`src/rtl/wrhc_pkg.sv`:
```
/*
 * Shared constants, types and register map of the wireless receiver host link.
 * Assumes a 200 MHz system clock and a 32-bit AXI4-Lite register bus.
 */
package wrhc_pkg;

    // Clock and timing
    localparam int unsigned CLK_MHZ = 200;
    localparam int unsigned SLOT_US = 250000;
    localparam int unsigned SLOT_CYC = SLOT_US * CLK_MHZ;
    localparam int unsigned PAUSE_MS = 500;
    localparam int unsigned PAUSE_CYC = PAUSE_MS * 1000 * CLK_MHZ;
    localparam int unsigned RETRY_MAX = 2;

    // Register byte offsets
    localparam logic [7:0] REG_CTRL = 8'h00;
    localparam logic [7:0] REG_STATUS = 8'h04;
    localparam logic [7:0] REG_LAST_BYTE = 8'h08;
    localparam logic [7:0] REG_SENT_CNT = 8'h0C;

    // Control register fields and reset value
    localparam int CTRL_LINK_EN = 0;
    localparam int CTRL_LOCK_CLR = 1;
    localparam int CTRL_LEVEL_LSB = 8;
    localparam logic [31:0] CTRL_RST = 32'h0000_8001;

    // Status register fields
    localparam int STAT_STATE_LSB = 0;
    localparam int STAT_FLAG = 8;
    localparam int STAT_RETRY_LSB = 9;
    localparam int STAT_ERR_LSB = 12;
    localparam int STAT_PWR = 16;
    localparam int STAT_TCUT_N = 17;
    localparam int STAT_CHARGED_N = 18;
    localparam int STAT_OUT_EN = 19;

    // Synchroniser bit positions and their idle levels
    localparam int SY_PWR = 0;
    localparam int SY_OC = 1;
    localparam int SY_TCUT_N = 2;
    localparam int SY_CHARGED_N = 3;
    localparam logic [3:0] SYNC_RST = 4'hC;

    // AXI responses
    localparam logic [1:0] RESP_OKAY = 2'h0;
    localparam logic [1:0] RESP_SLVERR = 2'h2;

    // Power-link message kinds
    typedef enum logic [3:0] {
        MSG_NONE = 4'h0,
        MSG_PING = 4'h1,
        MSG_IDCFG = 4'h2,
        MSG_XFER = 4'h3,
        MSG_CTRL = 4'h4,
        MSG_ERR = 4'h5,
        MSG_DONE = 4'h6,
        MSG_DATA = 4'h7
    } wrhc_kind_t;

    // Error codes
    localparam logic [3:0] ERR_NONE = 4'h0;
    localparam logic [3:0] ERR_TCUT = 4'h1;
    localparam logic [3:0] ERR_OC = 4'h2;

    typedef struct packed {
        wrhc_kind_t kind;
        logic [7:0] data;
    } wrhc_msg_t;

    typedef enum logic [6:0] {
        ST_OFF = 7'h01,
        ST_PING = 7'h02,
        ST_IDCFG = 7'h04,
        ST_XFER = 7'h08,
        ST_RUN = 7'h10,
        ST_CYCLE = 7'h20,
        ST_LOCK = 7'h40
    } wrhc_state_t;

endpackage : wrhc_pkg

```
`src/rtl/wrhc_core.sv`:
```
/*
 * Receiver control core: power-link start-up, control inputs, customer
 * byte channel and an AXI4-Lite register slave.
 * Assumes the power-link modulator acknowledges each message on clk and
 * that pwr_sig, oc_det and the host pins are asynchronous to clk.
 */
`timescale 1ns/10ps
module wrhc_core #(
    parameter int unsigned SLOT_CYC = wrhc_pkg::SLOT_CYC,
    parameter int unsigned PAUSE_CYC = wrhc_pkg::PAUSE_CYC
) (
    // System
    input wire logic clk,
    input wire logic reset_n,
    // AXI4-Lite slave
    input wire logic [7:0] s_axi_awaddr,
    input wire logic s_axi_awvalid,
    output logic s_axi_awready,
    input wire logic [31:0] s_axi_wdata,
    input wire logic [3:0] s_axi_wstrb,
    input wire logic s_axi_wvalid,
    output logic s_axi_wready,
    output logic [1:0] s_axi_bresp,
    output logic s_axi_bvalid,
    input wire logic s_axi_bready,
    input wire logic [7:0] s_axi_araddr,
    input wire logic s_axi_arvalid,
    output logic s_axi_arready,
    output logic [31:0] s_axi_rdata,
    output logic [1:0] s_axi_rresp,
    output logic s_axi_rvalid,
    input wire logic s_axi_rready,
    // Host pins
    input wire logic tcut_n,
    input wire logic charged_n,
    input wire logic spi_clk,
    input wire logic spi_rx,
    output logic comms_flag_q,
    // Power link
    input wire logic pwr_sig,
    input wire logic oc_det,
    output wrhc_pkg::wrhc_msg_t msg_q,
    output logic msg_valid_q,
    input wire logic msg_ack,
    output logic out_en_q,
    output logic [3:0] err_code_q
);
    logic [3:0] sync1_q;
    logic [3:0] sync2_q;
    logic pwr_s;
    logic oc_s;
    logic tcut_s_n;
    logic charged_s_n;
    wrhc_pkg::wrhc_state_t state_q;
    logic [31:0] slot_cnt_q;
    logic [31:0] pause_cnt_q;
    logic [1:0] retry_q;
    logic [31:0] ctrl_q;
    logic lock_clr_q;
    logic [7:0] last_byte_q;
    logic [7:0] pend_byte_q;
    logic [31:0] sent_cnt_q;
    logic rx_valid;
    logic [7:0] rx_byte;
    logic aw_have_q;
    logic w_have_q;
    logic [7:0] aw_addr_q;
    logic [31:0] w_data_q;
    logic [3:0] w_strb_q;
    logic wr_go;
    logic slot_free;
    logic msg_done;

    function automatic logic mapped(input logic [7:0] a);
        mapped = (a == wrhc_pkg::REG_CTRL) || (a == wrhc_pkg::REG_STATUS) ||
                 (a == wrhc_pkg::REG_LAST_BYTE) || (a == wrhc_pkg::REG_SENT_CNT);
    endfunction : mapped

    // Input synchronisers; pulled-up inputs rest high
    always_ff @(posedge clk or negedge reset_n) begin
        if (!reset_n) begin
            sync1_q <= wrhc_pkg::SYNC_RST;
            sync2_q <= wrhc_pkg::SYNC_RST;
        end else begin
            sync1_q <= {charged_n, tcut_n, oc_det, pwr_sig};
            sync2_q <= sync1_q;
        end
    end

    assign pwr_s = sync2_q[wrhc_pkg::SY_PWR];
    assign oc_s = sync2_q[wrhc_pkg::SY_OC];
    assign tcut_s_n = sync2_q[wrhc_pkg::SY_TCUT_N];
    assign charged_s_n = sync2_q[wrhc_pkg::SY_CHARGED_N];

    wrhc_spi_rx u_spi_rx (
        .clk(clk),
        .reset_n(reset_n),
        .spi_clk(spi_clk),
        .spi_rx(spi_rx),
        .byte_valid_q(rx_valid),
        .byte_q(rx_byte)
    );

    assign msg_done = msg_valid_q && msg_ack;
    assign slot_free = (slot_cnt_q == 32'h0) && !msg_valid_q;

    // Customer byte hand-off; extra bytes while busy are dropped
    always_ff @(posedge clk or negedge reset_n) begin
        if (!reset_n) begin
            comms_flag_q <= 1'b1;
            pend_byte_q <= 8'h00;
            last_byte_q <= 8'h00;
            sent_cnt_q <= 32'h0;
        end else begin
            if (rx_valid && comms_flag_q) begin
                pend_byte_q <= rx_byte;
                last_byte_q <= rx_byte;
                comms_flag_q <= 1'b0;
            end else if (msg_done && msg_q.kind == wrhc_pkg::MSG_DATA) begin
                comms_flag_q <= 1'b1;
                sent_cnt_q <= sent_cnt_q + 32'h1;
            end
        end
    end

    // Slot pacing keeps customer traffic near four bytes a second
    always_ff @(posedge clk or negedge reset_n) begin
        if (!reset_n) begin
            slot_cnt_q <= 32'h0;
        end else if (state_q != wrhc_pkg::ST_RUN) begin
            slot_cnt_q <= 32'h0;
        end else if (slot_free) begin
            slot_cnt_q <= SLOT_CYC - 32'h1;
        end else if (slot_cnt_q != 32'h0) begin
            slot_cnt_q <= slot_cnt_q - 32'h1;
        end
    end

    // Link sequence and message issue
    always_ff @(posedge clk or negedge reset_n) begin
        if (!reset_n) begin
            state_q <= wrhc_pkg::ST_OFF;
            msg_q <= '{kind: wrhc_pkg::MSG_NONE, data: 8'h00};
            msg_valid_q <= 1'b0;
            out_en_q <= 1'b0;
            err_code_q <= wrhc_pkg::ERR_NONE;
            retry_q <= 2'h0;
            pause_cnt_q <= 32'h0;
        end else begin
            if (msg_done) begin
                msg_valid_q <= 1'b0;
            end
            case (state_q)
                wrhc_pkg::ST_OFF: begin
                    out_en_q <= 1'b0;
                    msg_valid_q <= 1'b0;
                    if (pwr_s && ctrl_q[wrhc_pkg::CTRL_LINK_EN]) begin
                        state_q <= wrhc_pkg::ST_PING;
                    end
                end
                wrhc_pkg::ST_PING, wrhc_pkg::ST_IDCFG, wrhc_pkg::ST_XFER: begin
                    if (!pwr_s) begin
                        state_q <= wrhc_pkg::ST_OFF;
                    end else if (!msg_valid_q) begin
                        msg_valid_q <= 1'b1;
                        msg_q.data <= 8'h00;
                        if (state_q == wrhc_pkg::ST_PING) begin
                            msg_q.kind <= wrhc_pkg::MSG_PING;
                        end else if (state_q == wrhc_pkg::ST_IDCFG) begin
                            msg_q.kind <= wrhc_pkg::MSG_IDCFG;
                        end else begin
                            msg_q.kind <= wrhc_pkg::MSG_XFER;
                        end
                    end else if (msg_done) begin
                        if (state_q == wrhc_pkg::ST_PING) begin
                            state_q <= wrhc_pkg::ST_IDCFG;
                        end else if (state_q == wrhc_pkg::ST_IDCFG) begin
                            state_q <= wrhc_pkg::ST_XFER;
                        end else begin
                            state_q <= wrhc_pkg::ST_RUN;
                            out_en_q <= 1'b1;
                        end
                    end
                end
                wrhc_pkg::ST_RUN: begin
                    if (!pwr_s) begin
                        state_q <= wrhc_pkg::ST_OFF;
                    end else if (msg_done && msg_q.kind == wrhc_pkg::MSG_ERR &&
                                 msg_q.data[3:0] == wrhc_pkg::ERR_TCUT) begin
                        // Power cycle: drop output and wait out the pause; lock once retries reach RETRY_MAX
                        out_en_q <= 1'b0;
                        pause_cnt_q <= PAUSE_CYC - 32'h1;
                        if (retry_q == wrhc_pkg::RETRY_MAX[1:0]) begin
                            state_q <= wrhc_pkg::ST_LOCK;
                            err_code_q <= wrhc_pkg::ERR_TCUT;
                        end else begin
                            state_q <= wrhc_pkg::ST_CYCLE;
                            retry_q <= retry_q + 2'h1;
                        end
                    end else if (slot_free) begin
                        msg_valid_q <= 1'b1;
                        if (oc_s) begin
                            out_en_q <= 1'b0;
                            err_code_q <= wrhc_pkg::ERR_OC;
                            msg_q <= '{kind: wrhc_pkg::MSG_ERR, data: {4'h0, wrhc_pkg::ERR_OC}};
                        end else if (!tcut_s_n) begin
                            msg_q <= '{kind: wrhc_pkg::MSG_ERR,
                                       data: {4'h0, wrhc_pkg::ERR_TCUT}};
                        end else if (!charged_s_n) begin
                            msg_q <= '{kind: wrhc_pkg::MSG_DONE, data: 8'h00};
                        end else if (!comms_flag_q) begin
                            msg_q <= '{kind: wrhc_pkg::MSG_DATA, data: pend_byte_q};
                        end else begin
                            // Over-current recovery waits for the fault to clear
                            out_en_q <= 1'b1;
                            retry_q <= 2'h0;
                            err_code_q <= wrhc_pkg::ERR_NONE;
                            msg_q <= '{kind: wrhc_pkg::MSG_CTRL,
                                       data: ctrl_q[wrhc_pkg::CTRL_LEVEL_LSB +: 8]};
                        end
                    end
                end
                wrhc_pkg::ST_CYCLE: begin
                    msg_valid_q <= 1'b0;
                    if (pause_cnt_q == 32'h0) begin
                        state_q <= wrhc_pkg::ST_OFF;
                    end else begin
                        pause_cnt_q <= pause_cnt_q - 32'h1;
                    end
                end
                wrhc_pkg::ST_LOCK: begin
                    // Stays off until software clears it or reset
                    msg_valid_q <= 1'b0;
                    out_en_q <= 1'b0;
                    if (lock_clr_q) begin
                        state_q <= wrhc_pkg::ST_OFF;
                        retry_q <= 2'h0;
                        err_code_q <= wrhc_pkg::ERR_NONE;
                    end
                end
                default: begin
                    state_q <= wrhc_pkg::ST_OFF;
                end
            endcase
        end
    end

    // AXI write channel: address and data taken in either order
    assign wr_go = aw_have_q && w_have_q && !s_axi_bvalid;

    always_ff @(posedge clk or negedge reset_n) begin
        if (!reset_n) begin
            aw_have_q <= 1'b0;
            w_have_q <= 1'b0;
            aw_addr_q <= 8'h00;
            w_data_q <= 32'h0;
            w_strb_q <= 4'h0;
            s_axi_awready <= 1'b1;
            s_axi_wready <= 1'b1;
            s_axi_bvalid <= 1'b0;
            s_axi_bresp <= wrhc_pkg::RESP_OKAY;
        end else begin
            if (s_axi_awvalid && s_axi_awready) begin
                aw_have_q <= 1'b1;
                aw_addr_q <= s_axi_awaddr;
                s_axi_awready <= 1'b0;
            end
            if (s_axi_wvalid && s_axi_wready) begin
                w_have_q <= 1'b1;
                w_data_q <= s_axi_wdata;
                w_strb_q <= s_axi_wstrb;
                s_axi_wready <= 1'b0;
            end
            if (wr_go) begin
                aw_have_q <= 1'b0;
                w_have_q <= 1'b0;
                s_axi_bvalid <= 1'b1;
                s_axi_bresp <= mapped(aw_addr_q) ? wrhc_pkg::RESP_OKAY : wrhc_pkg::RESP_SLVERR;
            end
            if (s_axi_bvalid && s_axi_bready) begin
                s_axi_bvalid <= 1'b0;
                s_axi_awready <= 1'b1;
                s_axi_wready <= 1'b1;
            end
        end
    end

    // Control register with byte lanes; lock clear is a one-cycle pulse
    always_ff @(posedge clk or negedge reset_n) begin
        if (!reset_n) begin
            ctrl_q <= wrhc_pkg::CTRL_RST;
            lock_clr_q <= 1'b0;
        end else begin
            lock_clr_q <= 1'b0;
            if (wr_go && aw_addr_q == wrhc_pkg::REG_CTRL) begin
                for (int i = 0; i < 4; i++) begin
                    if (w_strb_q[i]) begin
                        ctrl_q[i*8 +: 8] <= w_data_q[i*8 +: 8];
                    end
                end
                lock_clr_q <= w_strb_q[0] && w_data_q[wrhc_pkg::CTRL_LOCK_CLR];
                ctrl_q[wrhc_pkg::CTRL_LOCK_CLR] <= 1'b0;
            end
        end
    end

    // AXI read channel
    always_ff @(posedge clk or negedge reset_n) begin
        if (!reset_n) begin
            s_axi_arready <= 1'b1;
            s_axi_rvalid <= 1'b0;
            s_axi_rdata <= 32'h0;
            s_axi_rresp <= wrhc_pkg::RESP_OKAY;
        end else if (s_axi_arvalid && s_axi_arready) begin
            s_axi_arready <= 1'b0;
            s_axi_rvalid <= 1'b1;
            s_axi_rresp <= mapped(s_axi_araddr) ? wrhc_pkg::RESP_OKAY : wrhc_pkg::RESP_SLVERR;
            case (s_axi_araddr)
                wrhc_pkg::REG_CTRL: s_axi_rdata <= ctrl_q;
                wrhc_pkg::REG_STATUS: begin
                    s_axi_rdata <= 32'h0;
                    s_axi_rdata[wrhc_pkg::STAT_STATE_LSB +: 7] <= state_q;
                    s_axi_rdata[wrhc_pkg::STAT_FLAG] <= comms_flag_q;
                    s_axi_rdata[wrhc_pkg::STAT_RETRY_LSB +: 2] <= retry_q;
                    s_axi_rdata[wrhc_pkg::STAT_ERR_LSB +: 4] <= err_code_q;
                    s_axi_rdata[wrhc_pkg::STAT_PWR] <= pwr_s;
                    s_axi_rdata[wrhc_pkg::STAT_TCUT_N] <= tcut_s_n;
                    s_axi_rdata[wrhc_pkg::STAT_CHARGED_N] <= charged_s_n;
                    s_axi_rdata[wrhc_pkg::STAT_OUT_EN] <= out_en_q;
                end
                wrhc_pkg::REG_LAST_BYTE: s_axi_rdata <= {24'h0, last_byte_q};
                wrhc_pkg::REG_SENT_CNT: s_axi_rdata <= sent_cnt_q;
                default: s_axi_rdata <= 32'h0;
            endcase
        end else if (s_axi_rvalid && s_axi_rready) begin
            s_axi_rvalid <= 1'b0;
            s_axi_arready <= 1'b1;
        end
    end

    flag_drop_a: assert property (@(posedge clk) disable iff (!reset_n)
        (rx_valid && comms_flag_q) |=> (!comms_flag_q && pend_byte_q == $past(rx_byte)))
        else $error("flag did not fall after byte taken");

    flag_rise_a: assert property (@(posedge clk) disable iff (!reset_n)
        (msg_done && msg_q.kind == wrhc_pkg::MSG_DATA) |=> comms_flag_q)
        else $error("flag did not rise after byte sent");

    ping_reply_a: assert property (@(posedge clk) disable iff (!reset_n)
        (state_q == wrhc_pkg::ST_PING && pwr_s && !msg_valid_q)
        |=> (msg_valid_q && msg_q.kind == wrhc_pkg::MSG_PING))
        else $error("no ping reply to detection power");

    tcut_err_a: assert property (@(posedge clk) disable iff (!reset_n)
        (state_q == wrhc_pkg::ST_RUN && pwr_s && slot_free && !oc_s && !tcut_s_n)
        |=> (msg_q.kind == wrhc_pkg::MSG_ERR && msg_q.data[3:0] == wrhc_pkg::ERR_TCUT))
        else $error("thermal cutoff error not sent");

    lock_hold_a: assert property (@(posedge clk) disable iff (!reset_n)
        (state_q == wrhc_pkg::ST_LOCK && !lock_clr_q)
        |=> (state_q == wrhc_pkg::ST_LOCK && err_code_q == wrhc_pkg::ERR_TCUT && !out_en_q))
        else $error("locked state left or output on");

    retry_bound_a: assert property (@(posedge clk) disable iff (!reset_n)
        retry_q <= wrhc_pkg::RETRY_MAX[1:0])
        else $error("too many power cycle retries");

    charged_msg_a: assert property (@(posedge clk) disable iff (!reset_n)
        (state_q == wrhc_pkg::ST_RUN && pwr_s && slot_free && !oc_s && tcut_s_n && !charged_s_n)
        |=> (msg_valid_q && msg_q.kind == wrhc_pkg::MSG_DONE))
        else $error("charge complete message not sent");

    oc_off_a: assert property (@(posedge clk) disable iff (!reset_n)
        (state_q == wrhc_pkg::ST_RUN && pwr_s && slot_free && oc_s)
        |=> (!out_en_q && msg_q.kind == wrhc_pkg::MSG_ERR && err_code_q == wrhc_pkg::ERR_OC))
        else $error("over-current not handled");

    msg_hold_a: assert property (@(posedge clk) disable iff (!reset_n)
        (msg_valid_q && !msg_ack && pwr_s && state_q == wrhc_pkg::ST_RUN)
        |=> (msg_valid_q && $stable(msg_q)))
        else $error("message changed before acknowledge");

    data_slot_a: assert property (@(posedge clk) disable iff (!reset_n)
        ($rose(msg_valid_q) && msg_q.kind == wrhc_pkg::MSG_DATA)
        |-> ($past(slot_cnt_q) == 32'h0 && $past(state_q) == wrhc_pkg::ST_RUN))
        else $error("customer byte sent outside a free slot");

endmodule : wrhc_core

```
`src/rtl/wrhc_spi_rx.sv`:
```
/*
 * Receive-only two-wire serial byte catcher, clock and data from pins.
 * Assumes the host clock is far slower than clk, idle low, MSB first.
 */
`timescale 1ns/10ps
module wrhc_spi_rx (
    // System
    input wire logic clk,
    input wire logic reset_n,
    // Pins
    input wire logic spi_clk,
    input wire logic spi_rx,
    // Received byte
    output logic byte_valid_q,
    output logic [7:0] byte_q
);
    logic [1:0] sck_sync_q;
    logic [1:0] sdi_sync_q;
    logic sck_prev_q;
    logic [7:0] sh_q;
    logic [2:0] bit_cnt_q;
    logic fall;

    always_ff @(posedge clk or negedge reset_n) begin
        if (!reset_n) begin
            sck_sync_q <= 2'h0;
            sdi_sync_q <= 2'h0;
            sck_prev_q <= 1'b0;
        end else begin
            sck_sync_q <= {sck_sync_q[0], spi_clk};
            sdi_sync_q <= {sdi_sync_q[0], spi_rx};
            sck_prev_q <= sck_sync_q[1];
        end
    end

    // Positive polarity, data taken on the second (falling) edge
    assign fall = sck_prev_q && !sck_sync_q[1];

    always_ff @(posedge clk or negedge reset_n) begin
        if (!reset_n) begin
            sh_q <= 8'h00;
            bit_cnt_q <= 3'h0;
            byte_valid_q <= 1'b0;
            byte_q <= 8'h00;
        end else begin
            byte_valid_q <= 1'b0;
            if (fall) begin
                sh_q <= {sh_q[6:0], sdi_sync_q[1]};
                bit_cnt_q <= bit_cnt_q + 3'h1;
                if (bit_cnt_q == 3'h7) begin
                    byte_q <= {sh_q[6:0], sdi_sync_q[1]};
                    byte_valid_q <= 1'b1;
                end
            end
        end
    end

    byte_done_a: assert property (@(posedge clk) disable iff (!reset_n)
        (fall && bit_cnt_q == 3'h7) |=> (byte_valid_q && byte_q == $past({sh_q[6:0], sdi_sync_q[1]})))
        else $error("byte not delivered after eighth falling edge");

    msb_first_a: assert property (@(posedge clk) disable iff (!reset_n)
        fall |=> (sh_q[0] == $past(sdi_sync_q[1])))
        else $error("bit not shifted in at falling edge");

endmodule : wrhc_spi_rx

```
`config.mk`:
```
export PLATFORM = sky130hd
export DESIGN_NAME = wrhc_core
export DESIGN_NICKNAME = d
export VERILOG_FILES = /design/src/rtl/wrhc_pkg.sv /design/src/rtl/wrhc_core.sv /design/src/rtl/wrhc_spi_rx.sv
export SDC_FILE = /design/constraint.sdc
export NUM_CORES = 1
export LEC_CHECK = 0
export ABC_AREA = 1
export ABC_CLOCK_PERIOD_IN_PS = 1850
export BUFFER_PORTS_ARGS = -buffer_cell sky130_fd_sc_hd__buf_2
export CAP_MARGIN = 0
export CORE_AREA = 5 5 166 168
export CTS_BUF_LIST = sky130_fd_sc_hd__clkbuf_16
export DETAILED_ROUTE_END_ITERATION = 10
export DIE_AREA = 0 0 171 173
export GPL_ROUTABILITY_DRIVEN = 1
export PLACE_DENSITY = 0.79
export SYNTH_ARGS = -nofsm -noshare
export SYNTH_HDL_FRONTEND = slang
export SYNTH_SLANG_ARGS = --single-unit
```
`constraint.sdc`:
```
create_clock -name clk -period 1.85 [get_ports clk]
set_input_delay 0.37 -clock clk [delete_from_list [all_inputs] [get_ports clk]]
set_output_delay 0.37 -clock clk [all_outputs]
set_load 0.01 [all_outputs]
```
# Word-level counts from Yosys, hierarchy flattened
# Cells that the tools add are included.
# W data, S select, Z words.
[word_totals]
ff_bits = 283
input_bits = 66
out_inout_bits = 60
elab_cells = 242
[classes]
addsub = 5
eq_ne = 46
mux = 93
bitwise_logic = 1
reduce_logical = 58
[ops]
columns = ["op", "n"]
rows = [
  ["$mux W32", 6],
  ["$pmux W32 S4", 1],
  ["$logic_not A32 Y1", 2],
  ["$pmux W32 S2", 1],
  ["$sub A32 B1 Y32 const B", 2],
  ["$mux W7", 9],
  ["$mux W12", 5],
  ["$mux W10", 4],
  ["$mux W1", 38],
  ["$mux W4", 9],
  ["$pmux W7 S5", 1],
  ["$add A32 B1 Y32 const B", 1],
  ["$eq A8 B4 Y1 const B", 4],
  ["$reduce_bool A32 Y1", 1],
  ["$ne A3 B3 Y1 const B", 10],
  ["$ne A2 B2 Y1 const B", 14],
  ["$mux W2", 12],
  ["$pmux W12 S2", 1],
  ["$reduce_bool A2 Y1", 10],
  ["$logic_and A1 B1 Y1", 17],
  ["$eq A8 B3 Y1 const B", 2],
  ["$logic_not A8 Y1", 2],
  ["$ne A4 B4 Y1 const B", 3],
  ["$reduce_and A2 Y1", 6],
  ["other kinds (29)", 42],
]

# Longest topological paths before layout
# Gate-level depths: netlist (run 1).
[depth]
word_depth = 8
mapped_depth = 13
ltp_nobuf = 13

# Modules after synthesis
# Synthesis (run 1) repeated with hierarchy kept, for this count alone.
[hier_totals]
cells_unflattened = 1801
area_unflattened_um2 = 14039.7
[modules_own_cells]
columns = ["mod", "instances", "cells_each", "area_each_um2", "seq_area_each_um2"]
rows = [
  ["wrhc_core", 1, 1712, 13122.6, 6369.9],
  ["wrhc_spi_rx", 1, 89, 917.1, 600.6],
]

# Worst setup path after synthesis (run 1)
# Ideal clock, no wire load.
[synth_timing]
path_kind = "flip-flop to flip-flop"
from = "register slot_cnt_q[0]"
to = "register msg_q[3] in the netlist's numbering"
setup_time_ps = 126
arrival_ps = 1764
t_required_ps = 1724
slack_ps = -40
path_stages_with_launch = 13
path_buffers = 1
period_less_slack_ps = 1890
cell_sequence = "dfrtp_1 -> inv_1 -> ha_1 -> nand3_2 -> nor2_4 -> nand2_2 -> nor2_8 -> nand2_4 -> nand2_2 -> nand3_2 -> buf_2 -> nand2_1 -> o21ai_0"
[synth_between]
elab_chain_cells = 4
[synth_rtl]
columns = ["element", "line_no", "rtl"]
rows = [
  ["from (decl)", "wrhc_core.sv:55", "logic [31:0] slot_cnt_q;"],
  ["from (signal assigned)", "wrhc_core.sv:133", "slot_cnt_q <= SLOT_CYC - 32'h1;"],
  ["from (signal assigned)", "wrhc_core.sv:135", "slot_cnt_q <= slot_cnt_q - 32'h1;"],
  ["$logic_not A32 Y1", "wrhc_core.sv:105", "assign slot_free = (slot_cnt_q == 32'h0) && !msg_valid_q;"],
  ["$logic_and A1 B1 Y1", "wrhc_core.sv:105", ""],
  ["$ne A2 B2 Y1 (no line)", "--", ""],
  ["$reduce_and A6 Y1 (no line)", "--", ""],
  ["to (signal assigned)", "wrhc_core.sv:143", "msg_q <= '{kind: wrhc_pkg::MSG_NONE, data: 8'h00};"],
  ["to (signal assigned)", "wrhc_core.sv:205", "msg_q <= '{kind: wrhc_pkg::MSG_ERR, data: {4'h0, wrhc_pkg::ERR_OC}};"],
  ["to (signal assigned)", "wrhc_core.sv:207", "msg_q <= '{kind: wrhc_pkg::MSG_ERR,"],
  ["to (decl)", "wrhc_core.sv:42", "output wrhc_pkg::wrhc_msg_t msg_q,"],
]
# Every way passes these cells.
# A chain may end at the register's enable or synchronous reset.

# Final worst setup path (run 1)
[layout_timing]
from = "register state_q[3]"
to = "register msg_q[0] in the netlist's numbering"
[layout_between]
elab_chain_cells = 4
elab_cells_between_ends = 13
cone_classes = "9 x eq/ne; 1 x mux; 3 x reduce/logical"
[layout_rtl]
columns = ["element", "line_no", "rtl"]
rows = [
  ["from (decl)", "wrhc_core.sv:54", "wrhc_pkg::wrhc_state_t state_q;"],
  ["from (signal assigned)", "wrhc_core.sv:142", "state_q <= wrhc_pkg::ST_OFF;"],
  ["from (signal assigned)", "wrhc_core.sv:158", "state_q <= wrhc_pkg::ST_PING;"],
  ["from (signal assigned)", "wrhc_core.sv:163", "state_q <= wrhc_pkg::ST_OFF;"],
  ["$eq A7 B2 Y1 (tied with other cells)", "wrhc_core.sv:153", "case (state_q)"],
  ["$reduce_or A3 Y1", "wrhc_core.sv:153", ""],
  ["$ne A2 B2 Y1 (no line) or $reduce_bool A2 Y1 (tied branches)", "--", ""],
  ["$reduce_and A6 Y1 (no line)", "--", ""],
]
# Parallel ways exist; a longest one is shown, timed or not.

==> results of run 1 <==
==> cell usage after synthesis (4+ instances only) <==
cell type,n,area (sq um)
inv_1,183,686.9
nand2_2,9,56.30
dfstp_2,11,289.0
nor2_2,14,87.58
xnor2_1,15,131.4
o21ai_1,31,155.2
nand3_1,97,485.5
nor4_1,7,43.79
a21oi_1,25,125.1
clkinv_1,4,15.01
nand2_1,570,2140
dfrtp_1,267,6681
xor2_1,39,341.6
o22ai_1,8,50.05
a21oi_2,7,61.31
nor2_1,197,739.5
buf_2,11,55.05
or2_2,11,68.82
o21ai_0,132,660.6
buf_4,6,45.04
ha_1,7,87.58
inv_2,4,15.01
nor3_1,19,95.09
nand4_1,16,100.1
clkbuf_1,21,78.83
o211ai_1,6,45.04
==> layout make-up <==
| type | count | area share [%] |
|---|---|---|
| Sequential cell | 278 | 40.35 |
| Multi-Input combinational cell | 1251 | 35.74 |
| Timing Repair Buffer | 268 | 11.43 |
| Clock buffer | 30 | 4.345 |
| Inverter | 192 | 4.243 |
| Tap cell | 335 | 2.426 |
| Clock inverter | 26 | 1.455 |
==> path summary, 6_finish.rpt <==
path	end	slack (ns)	cells past startpoint
max	msg_q[0]$_DFFE_PN0P_	-0.04	10
min	w_strb_q[0]$_DFFE_PN0P_	0.02	3
min reg2reg	u_spi_rx.sdi_sync_q[1]$_DFF_PN0_	0.35	0
max in group asynchronous	s_axi_wready$_DFFE_PN1P_	0.85	3
max reg2reg	msg_q[0]$_DFFE_PN0P_	-0.04	10
min in group asynchronous	s_axi_rdata[14]$_DFFE_PN0P_	0.30	2
==> state kept, by name, summed over array words and instances (netlist names), 7 cells and up <==
name / count
pause_cnt_q: 32
s_axi_rdata: 32
sent_cnt_q: 32
slot_cnt_q: 32
w_data_q: 32
ctrl_q: 31
msg_q: 11
aw_addr_q: 8
pend_byte_q: 8
u_spi_rx.byte_q: 8
state_q: 7
u_spi_rx.sh_q: 7
==> stage by stage <==
stage | cells | cell area, sq um | worst slack, ns | setup TNS, ns
after detailed placement | 2281 | 15520 | -0.04771 | -0.4633
after floorplan | 1765 | 13790 | 0.002041 | 0
after global routing | 2380 | 17280 | -0.1351 | -3.001
final | 2380 | 17280 | -0.03554 | -0.04809
after CTS | 2352 | 16700 | -0.01597 | -0.03064
after global placement | 2281 | 15520 | -0.002968 | -0.006738
==> worst register-to-register path: stages (launching register included) <==
cell	delay, ns
dfrtp_1	0.39
buf_4	0.15
nor2_4	0.13
nand2_4	0.09
nor2_4	0.25
inv_4	0.10
a21boi_4	0.17
nand3_4	0.15
clkbuf_16	0.20
nand2_1	0.08
o21ai_1	0.07
==> report_power, final <==
group / switching, mW / internal, mW / total, mW
sequential: 0.601 / 7.18 / 7.78
clock: 2.58 / 3.53 / 6.11
combinational: 2.25 / 1.34 / 3.59
==> timing repair <==
| item | CTS | global route |
|---|---|---|
| setup buffers | 0 | 24 |
| cloned | 0 | 4 |
| hold buffers | 15 | 0 |
| hold endpoints to repair | 160 | 0 |
| endpoints found under the setup margin | 27 | 89 |
| gates resized for setup | 7 | 103 |
| pin swaps | 1 | 29 |
==> layout by cell type, fill, tap and decap left out, types with 4 or more instances in the layout <==
| cell | synthesis | final |
|---|---|---|
| nand3_1 | 97 | 94 |
| nand2_2 | 9 | 18 |
| clkinv_1 | 4 | 9 |
| nor4_1 | 7 | 7 |
| xor2_1 | 39 | 39 |
| nand3_2 | 3 | 4 |
| nand4_1 | 16 | 16 |
| inv_2 | 4 | 9 |
| a21oi_2 | 7 | 8 |
| nor2_1 | 197 | 164 |
| dfstp_2 | 11 | 11 |
| nor2_4 | 3 | 12 |
| clkbuf_16 | 0 | 33 |
| o21ai_1 | 31 | 35 |
| o211ai_1 | 6 | 6 |
| buf_6 | 3 | 5 |
| conb_1 | 1 | 5 |
| dlygate4sd3_1 | 0 | 15 |
| xnor2_1 | 15 | 15 |
| buf_4 | 6 | 113 |
| nand2_4 | 2 | 6 |
| buf_12 | 0 | 11 |
| nand2_1 | 570 | 557 |
| bufinv_16 | 0 | 4 |
| nor2_2 | 14 | 38 |
| buf_2 | 11 | 119 |
| o22ai_1 | 8 | 8 |
| a21oi_1 | 25 | 22 |
| ha_1 | 7 | 6 |
| nor3_1 | 19 | 16 |
| inv_1 | 183 | 178 |
| o21ai_0 | 132 | 125 |
| clkinv_2 | 0 | 7 |
| dfrtp_1 | 267 | 265 |
| nor3_2 | 3 | 5 |
| or2_2 | 11 | 10 |
==> cells by family after synthesis <==
group | count (synthesis)
AND/OR/NAND/NOR | 961
flip-flops | 278
buffers and inverters | 236
AO/OA/AOI/OAI | 223
XOR/XNOR | 54
adder cells (fa/ha/maj) | 7
other | 1
multiplexers | 1
==> layer usage <==
layer	vias up	track usage, %	wire [um]
met1	6094	33.19	15610
met2	528	41.53	18950
li1	6100	-	-
met3	103	4.201	2847
met5	-	0	0
met4	0	7.098	1251
==> summary.txt, run 1 <==
status: complete, but fails checks
failing checks: negative setup slack
post-synthesis compound-gate area fraction: 8.813%
RSZ-0062 raised after global routing: true
total power: 17.48 mW
Iteration-0 DRC Markers: 1097
CP Launch Point: state_q[3]$_DFFE_PN0P_
Mapped Area: 0.01377 sq mm
# nets final: 2094
worst vdd ir: 0.9007 mV
via count: 12825
Setup Viol. Count Final: 2
Required @ worst endpoint: 2.30 ns
Leak: 9.021 nW
Core Area: 0.02576 sq mm
Fmax: 530.4 MHz
Syn Area/Cell: 7.820 sq um
initial antenna violation count: 0
critical path arrival: 2.33 ns
area of the multi-input gates: 0.006176 sq mm
Avg WL per Cell: 16.24 um
Simple-Gate Fraction of Synth Area: 29.51%
R2R Path Start: state_q[3]$_DFFE_PN0P_
Pre-Repair DR Iteration Count: 6
final core occ: 67.07%
die area: 0.02958 sq mm
die width: 171 um
fin crit share: 101.9%
Synth warnings: 0
final hold slack: 0.01595 ns
Final Worst Setup Slack: -0.03554 ns
Die Ht: 173 um
Hold Crit Class: in -> reg
first-pass GRT wire length: 60900 um
EDFF count, synth: 0
Final min period: 1.886 ns
largest net degree at the start of global routing: 72
layout cells sized above 1: 21.96%
Synth cell types: 51
Top FF cell, synth: dfrtp_1
Worst Clk Skew: 0.02441 ns
final number of hold-violating endpoints: 0
worst path bufs/invs: 3
dpl hpwl: 26450 um
CTS Root Cell: clkbuf_16
I/O Buffers: 120
maxcap violations: 0
max-slew violation count: 0
I/O Pins: 126
CTS Sinks: 278
largest family of logic cells by synthesized area: simple AND/OR/NAND/NOR gates
critical path, cell by cell: buf_4 -> nor2_4 -> nand2_4 -> nor2_4 -> inv_4 -> a21boi_4 -> nand3_4 -> clkbuf_16 -> nand2_1 -> o21ai_1
CTS Buffer Depth: 3
# diodes: 0
gpl congestion: 0.9419
sequential-to-total area share from yosys stat: 50.62%
GRT overflow: 0
worst-path maximum fanout: 6
register area: 0.006973 sq mm
Synth Area in XOR/XNOR: 3.434%
Post-DRT Antenna Nets: 0
Hold Startpoint: s_axi_wstrb[0]
Filler cells: 1965
area growth from synthesis to layout: 25.48%
Vias/cell: 5.389
CP dominant cell by count: nor2_4
TritonCTS buffer count: 30
# H-tree levels: 1
Initial Utilization: 53.45%
vias in the first global route: 12412
critical path's slowest cell: dfrtp_1
Post-Synth Adder-Cell Area: 0.6360%
critical path capture point type: flip-flop
row cnt: 59
synthesized flop and latch total: 278
Worst path max stage delay: 0.39 ns
Clock transition at path regs: 0.07 ns
DRC: 0
Top delay family on crit path: simple AND/OR/NAND/NOR gates
CTS tree: yes
Clock Latency Late Sink: 0.57 ns
Async SR Flop Fraction: 100.0%
mux contribution to synthesized area: 0.08177%
Total Wirelength: 38660 um
Setup crit start kind: flip-flop
GRT Util Overall: 24.76%
kind of critical path: reg -> reg
Pwr Density: 1011 mW/mm^2
synthesized instance count: 1761
(Power assumes the default switching activity.)
==> run 2, diff against run 1 <==
==> constraint.sdc (replaced) <==
create_clock -name clk -period 1.85 [get_ports clk]
set_input_delay 0.185 -clock clk [delete_from_list [all_inputs] [get_ports clk]]
set_output_delay 0.185 -clock clk [all_outputs]
set_load 0.01 [all_outputs]
==> summary.txt, run 2 (same netlist as run 1, synthesis figures left out) <==
Core Area: 0.02576 sq mm
dpl hpwl: 26580 um
commonest non-fill, non-tap cell in the layout: nand2_1
GRT overflow: 0
fin crit share: 99.63%
Clock Latency Late Sink: 0.57 ns
Setup Viol. Count Final: 0
die width: 171 um
placed instance count: 2298
row cnt: 59
Vias/cell: 5.298
initial antenna violation count: 2
area growth from synthesis to layout: 28.84%
# nets final: 2143
RSZ-0062 raised after global routing: true
total power: 18.10 mW
layout cells sized above 1: 21.35%
CTS Buffer Depth: 3
I/O Pins: 126
first-pass GRT wire length: 63650 um
# H-tree levels: 1
Iteration-0 DRC Markers: 1068
critical path arrival: 2.29 ns
largest net degree at the start of global routing: 68
Filler cells: 1925
CTS Root Cell: clkbuf_16
Die Ht: 173 um
Clock transition at path regs: 0.06 ns
Hold Crit Class: in -> reg
DRC: 0
Post-DRT Antenna Nets: 0
Initial Utilization: 53.45%
Worst Clk Skew: 0.01773 ns
Required @ worst endpoint: 2.30 ns
max-slew violation count: 0
worst vdd ir: 0.9831 mV
Setup crit start kind: flip-flop
worst relative slew slack: 57.22%
status: finished, final reports clean
worst-path maximum fanout: 8
GRT Util Overall: 26.02%
final number of hold-violating endpoints: 0
kind of critical path: reg -> reg
maxcap violations: 0
CTS tree: yes
Total Wirelength: 39630 um
commonest cells after routing, fill and taps aside: nand2_1 (559), dfrtp_1 (266), inv_1 (181)
Pre-Repair DR Iteration Count: 5
Avg WL per Cell: 16.32 um
slew at the pin with the worst max-slew slack: 0.6374 ns
Pwr Density: 1020 mW/mm^2
TritonCTS buffer count: 30
Post-Layout Cell Count: 2429
CTS Sinks: 278
Final min period: 1.843 ns
# diodes: 0
I/O Buffers: 120
gpl congestion: 0.9401
via count: 12869
Leak: 9.223 nW
critical path capture point type: flip-flop
vias in the first global route: 12890
Fmax: 542.6 MHz
die area: 0.02958 sq mm
-- run 2: what timing repair did --
action / CTS / global route
buffers inserted: 0 / 17
setup endpoints to repair: 19 / 99
hold buffers: 58 / 0
pin swaps: 0 / 22
resized for setup: 6 / 79
endpoints found under the hold margin: 103 / 0
-- run 2: cell type report --
type,instances,area (sq um),share of cell area (%)
clock buffers,31,775.7,4.372
well taps,335,419.2,2.362
inverters,192,730.7,4.118
clock inverters,25,332.8,1.876
flip-flops and latches,278,6972,39.29
multi-input cells,1251,6128,34.54
repair buffers,317,2384,13.43
-- run 2: routing by layer --
layer  part of all wire, %  global-route usage (%)
met1                    40                   33.62
met2                    49                   43.60
met3                   7.0                   4.932
met4                   4.0                   9.640
met5                 0.053                       0
-- run 2: worst paths after layout --
| path | from | endpoint | slack (ns) | depth (start not counted) |
|---|---|---|---|---|
| max | msg_q[10]$_DFFE_PN0P_ | sent_cnt_q[29]$_DFFE_PN0P_ | 0.007 | 9 |
| min | s_axi_arvalid | s_axi_rdata[6]$_DFFE_PN0P_ | 0.19 | 5 |
| max reg2reg | msg_q[10]$_DFFE_PN0P_ | sent_cnt_q[29]$_DFFE_PN0P_ | 0.007 | 9 |
| min reg2reg | u_spi_rx.sdi_sync_q[0]$_DFF_PN0_ | u_spi_rx.sdi_sync_q[1]$_DFF_PN0_ | 0.34 | 0 |
| max in group asynchronous | reset_n | ctrl_q[0]$_DFFE_PN1P_ | 0.91 | 3 |
| min in group asynchronous | reset_n | s_axi_rdata[16]$_DFFE_PN0P_ | 0.22 | 2 |
-- run 2: stage by stage --
stage               utilization (%)  setup WS [ns]   TNS [ns]  cell area [sq um]  hold WS (ns)
detailed placement            60.74       -0.04286    -0.1756              15650        0.2228
global route                  68.87       -0.09299    -0.8095              17740        0.2208
finish                        68.87       0.006895          0              17740        0.1943
global placement              60.74     -0.0009610  -0.001902              15650        0.2180
CTS                           67.39      0.0007416          0              17360        0.1896
floorplan                         -       0.002041          0              13790       -0.1106
-- run 2: worst max-delay path: stages, from the launching register on --
cell	delay, ns
dfrtp_1	0.42
nand2_2	0.13
nor2_8	0.15
nand3_4	0.17
nor2_4	0.18
nand2_2	0.10
nor3_4	0.25
nand2_2	0.13
o21ai_2	0.13
nand2_1	0.06
-- run 2: power breakdown --
group / switching (mW) / internal, mW
sequential: 0.669 / 7.18
clock: 2.55 / 4.15
combinational: 2.28 / 1.27
==> run 3, diff against run 2 <==
--- a/config.mk
+++ b/config.mk
@@ -6,15 +6,15 @@
 export NUM_CORES = 1
 export LEC_CHECK = 0
 export ABC_AREA = 1
-export ABC_CLOCK_PERIOD_IN_PS = 1850
+export ABC_CLOCK_PERIOD_IN_PS = 2300
 export BUFFER_PORTS_ARGS = -buffer_cell sky130_fd_sc_hd__buf_2
 export CAP_MARGIN = 0
-export CORE_AREA = 5 5 166 168
+export CORE_AREA = 5 5 158 160
 export CTS_BUF_LIST = sky130_fd_sc_hd__clkbuf_16
 export DETAILED_ROUTE_END_ITERATION = 10
-export DIE_AREA = 0 0 171 173
+export DIE_AREA = 0 0 163 165
 export GPL_ROUTABILITY_DRIVEN = 1
-export PLACE_DENSITY = 0.79
+export PLACE_DENSITY = 0.88
 export SYNTH_ARGS = -nofsm -noshare
 export SYNTH_HDL_FRONTEND = slang
 export SYNTH_SLANG_ARGS = --single-unit
==> constraint.sdc (replaced) <==
create_clock -name clk -period 2.3 [get_ports clk]
set_input_delay 0.23 -clock clk [delete_from_list [all_inputs] [get_ports clk]]
set_output_delay 0.23 -clock clk [all_outputs]
set_load 0.02 [all_outputs]
==> summary.txt, run 3 (same netlist as run 1, synthesis figures left out) <==
slew at the pin with the worst max-slew slack: 0.6297 ns
via count: 12697
worst vdd ir: 0.7486 mV
status: finished, final reports clean
initial antenna violation count: 0
# nets final: 2030
Pre-Repair DR Iteration Count: 6
layout cells sized above 1: 13.48%
critical path, cell by cell: inv_1 -> ha_1 -> nand3_2 -> nor2_4 -> inv_1 -> nor2_2 -> nand3_1 -> a21oi_4 -> nand2_1 -> nand2_1 -> nand2_1
postcts setup bufs: 0
fin crit share: 94.18%
Die Ht: 165 um
CTS Buffer Depth: 3
Required @ worst endpoint: 2.74 ns
Post-DRT Antenna Nets: 0
Iteration-0 DRC Markers: 1329
vias in the first global route: 12569
critical path capture point type: flip-flop
Pwr Density: 845.5 mW/mm^2
TritonCTS buffer count: 30
area growth from synthesis to layout: 19.13%
Total Wirelength: 39100 um
Vias/cell: 5.520
GRT overflow: 0
Leak: 8.513 nW
worst relative slew slack: 57.58%
gpl congestion: 0.9681
CTS Sinks: 278
dpl hpwl: 25350 um
largest net degree at the start of global routing: 77
# diodes: 0
# H-tree levels: 1
Avg WL per Cell: 17.00 um
Core Area: 0.02326 sq mm
Setup Viol. Count Final: 0
die width: 163 um
Fmax: 461.6 MHz
worst-path maximum fanout: 6
total power: 13.87 mW
commonest cells after routing, fill and taps aside: nand2_1 (570), dfrtp_1 (267), nor2_1 (197)
worst path bufs/invs: 2
Clock Latency Late Sink: 0.56 ns
die area: 0.02690 sq mm
CP dominant cell by count: nand2_1
final hold slack: 0.1224 ns
Setup crit start kind: flip-flop
CTS Root Cell: clkbuf_16
row cnt: 56
GRT Util Overall: 29.09%
final number of hold-violating endpoints: 0
maxcap violations: 0
first-pass GRT wire length: 63220 um
I/O Buffers: 120
Initial Utilization: 59.20%
CTS tree: yes
DRC: 0
kind of critical path: reg -> reg
Worst Clk Skew: 0.01085 ns
Clock transition at path regs: 0.06 ns
critical path arrival: 2.60 ns
max-slew violation count: 0
critical path's slowest cell: dfrtp_1
Worst path max stage delay: 0.38 ns
I/O Pins: 126
commonest non-fill, non-tap cell in the layout: nand2_1
Top delay family on crit path: simple AND/OR/NAND/NOR gates
Hold Crit Class: in -> reg
Final min period: 2.166 ns
## run 3: changes by cell type in the layout (fill, tap and decap cells not counted), moves of 5 or more
cell and change:
nor2_1 +30, nand2_1 +11, nand3_2 -5, inv_2 -5, buf_12 -8, inv_1 +7
nand2_2 -8, nor2_2 -26, buf_4 -102, nand3_1 +6
## run 3: power by group
group          switching [mW]  internal (mW)
Clock                    2.01           2.88
Sequential              0.551           5.78
Combinational            1.80          0.841
Total                    4.37           9.50
## run 3: path summary, 6_finish.rpt
path	startpoint	end	slack (ns)	depth (start not counted)
hold / removal	msg_ack	msg_valid_q$_DFF_PN0_	0.12	4
hold reg to reg	sync1_q[1]$_DFF_PN0_	sync2_q[1]$_DFF_PN0_	0.35	0
min in group asynchronous	reset_n	pause_cnt_q[6]$_DFFE_PN0P_	0.20	2
setup / recovery	slot_cnt_q[0]$_DFFE_PN0P_	retry_q[0]$_DFFE_PN0P_	0.13	11
setup reg to reg	slot_cnt_q[0]$_DFFE_PN0P_	retry_q[0]$_DFFE_PN0P_	0.13	11
max in group asynchronous	reset_n	comms_flag_q$_DFFE_PN1P_	1.32	3
## run 3: stage by stage
stage	area [sq um]	TNS (ns)	instances	utilization, %	setup slack (ns)
finish	16400	0	2300	70.52	0.1338
CTS	16380	0	2299	70.40	0.03026
global placement	14800	0	2186	63.64	0.1810
floorplan	13790	0	1765	-	0.4074
detailed placement	14800	0	2186	63.64	0.05161
global route	16400	-0.01623	2300	70.52	-0.01623
## run 3: area by class of cell
cell class | instances | area [sq um]
clock buffers | 31 | 775.7
inverters | 192 | 725.7
repair buffers | 203 | 1414
flip-flops and latches | 278 | 6970
multi-input cells | 1252 | 5893
fillers | 1686 | 6858
clock inverters | 25 | 226.5
well taps | 319 | 399.1
## run 3: timing repair
item                                    CTS  global route
resized for setup                         0             4
endpoints found under the setup margin    0            17
hold buffers                             57             0
endpoints found under the hold margin   112             0
## run 3: metal layers
layer | vias up | track usage (%) | routed length [um]
li1 | 5950 | - | -
met1 | 6004 | 36.56 | 15130
met2 | 637 | 50.98 | 19510
met3 | 106 | 5.615 | 3270
met4 | 0 | 9.493 | 1185
met5 | - | 0 | 0
## run 3: worst register-to-register path: cells and delay by family (launching register included)
| family | cells | cell delay [ns] |
|---|---|---|
| and+or+nand+nor | 7 | 1.02 |
| DFF | 1 | 0.38 |
| AOI/OAI and AO/OA | 1 | 0.26 |
| adders and majority gates | 1 | 0.23 |
| buffers and inverters | 2 | 0.16 |
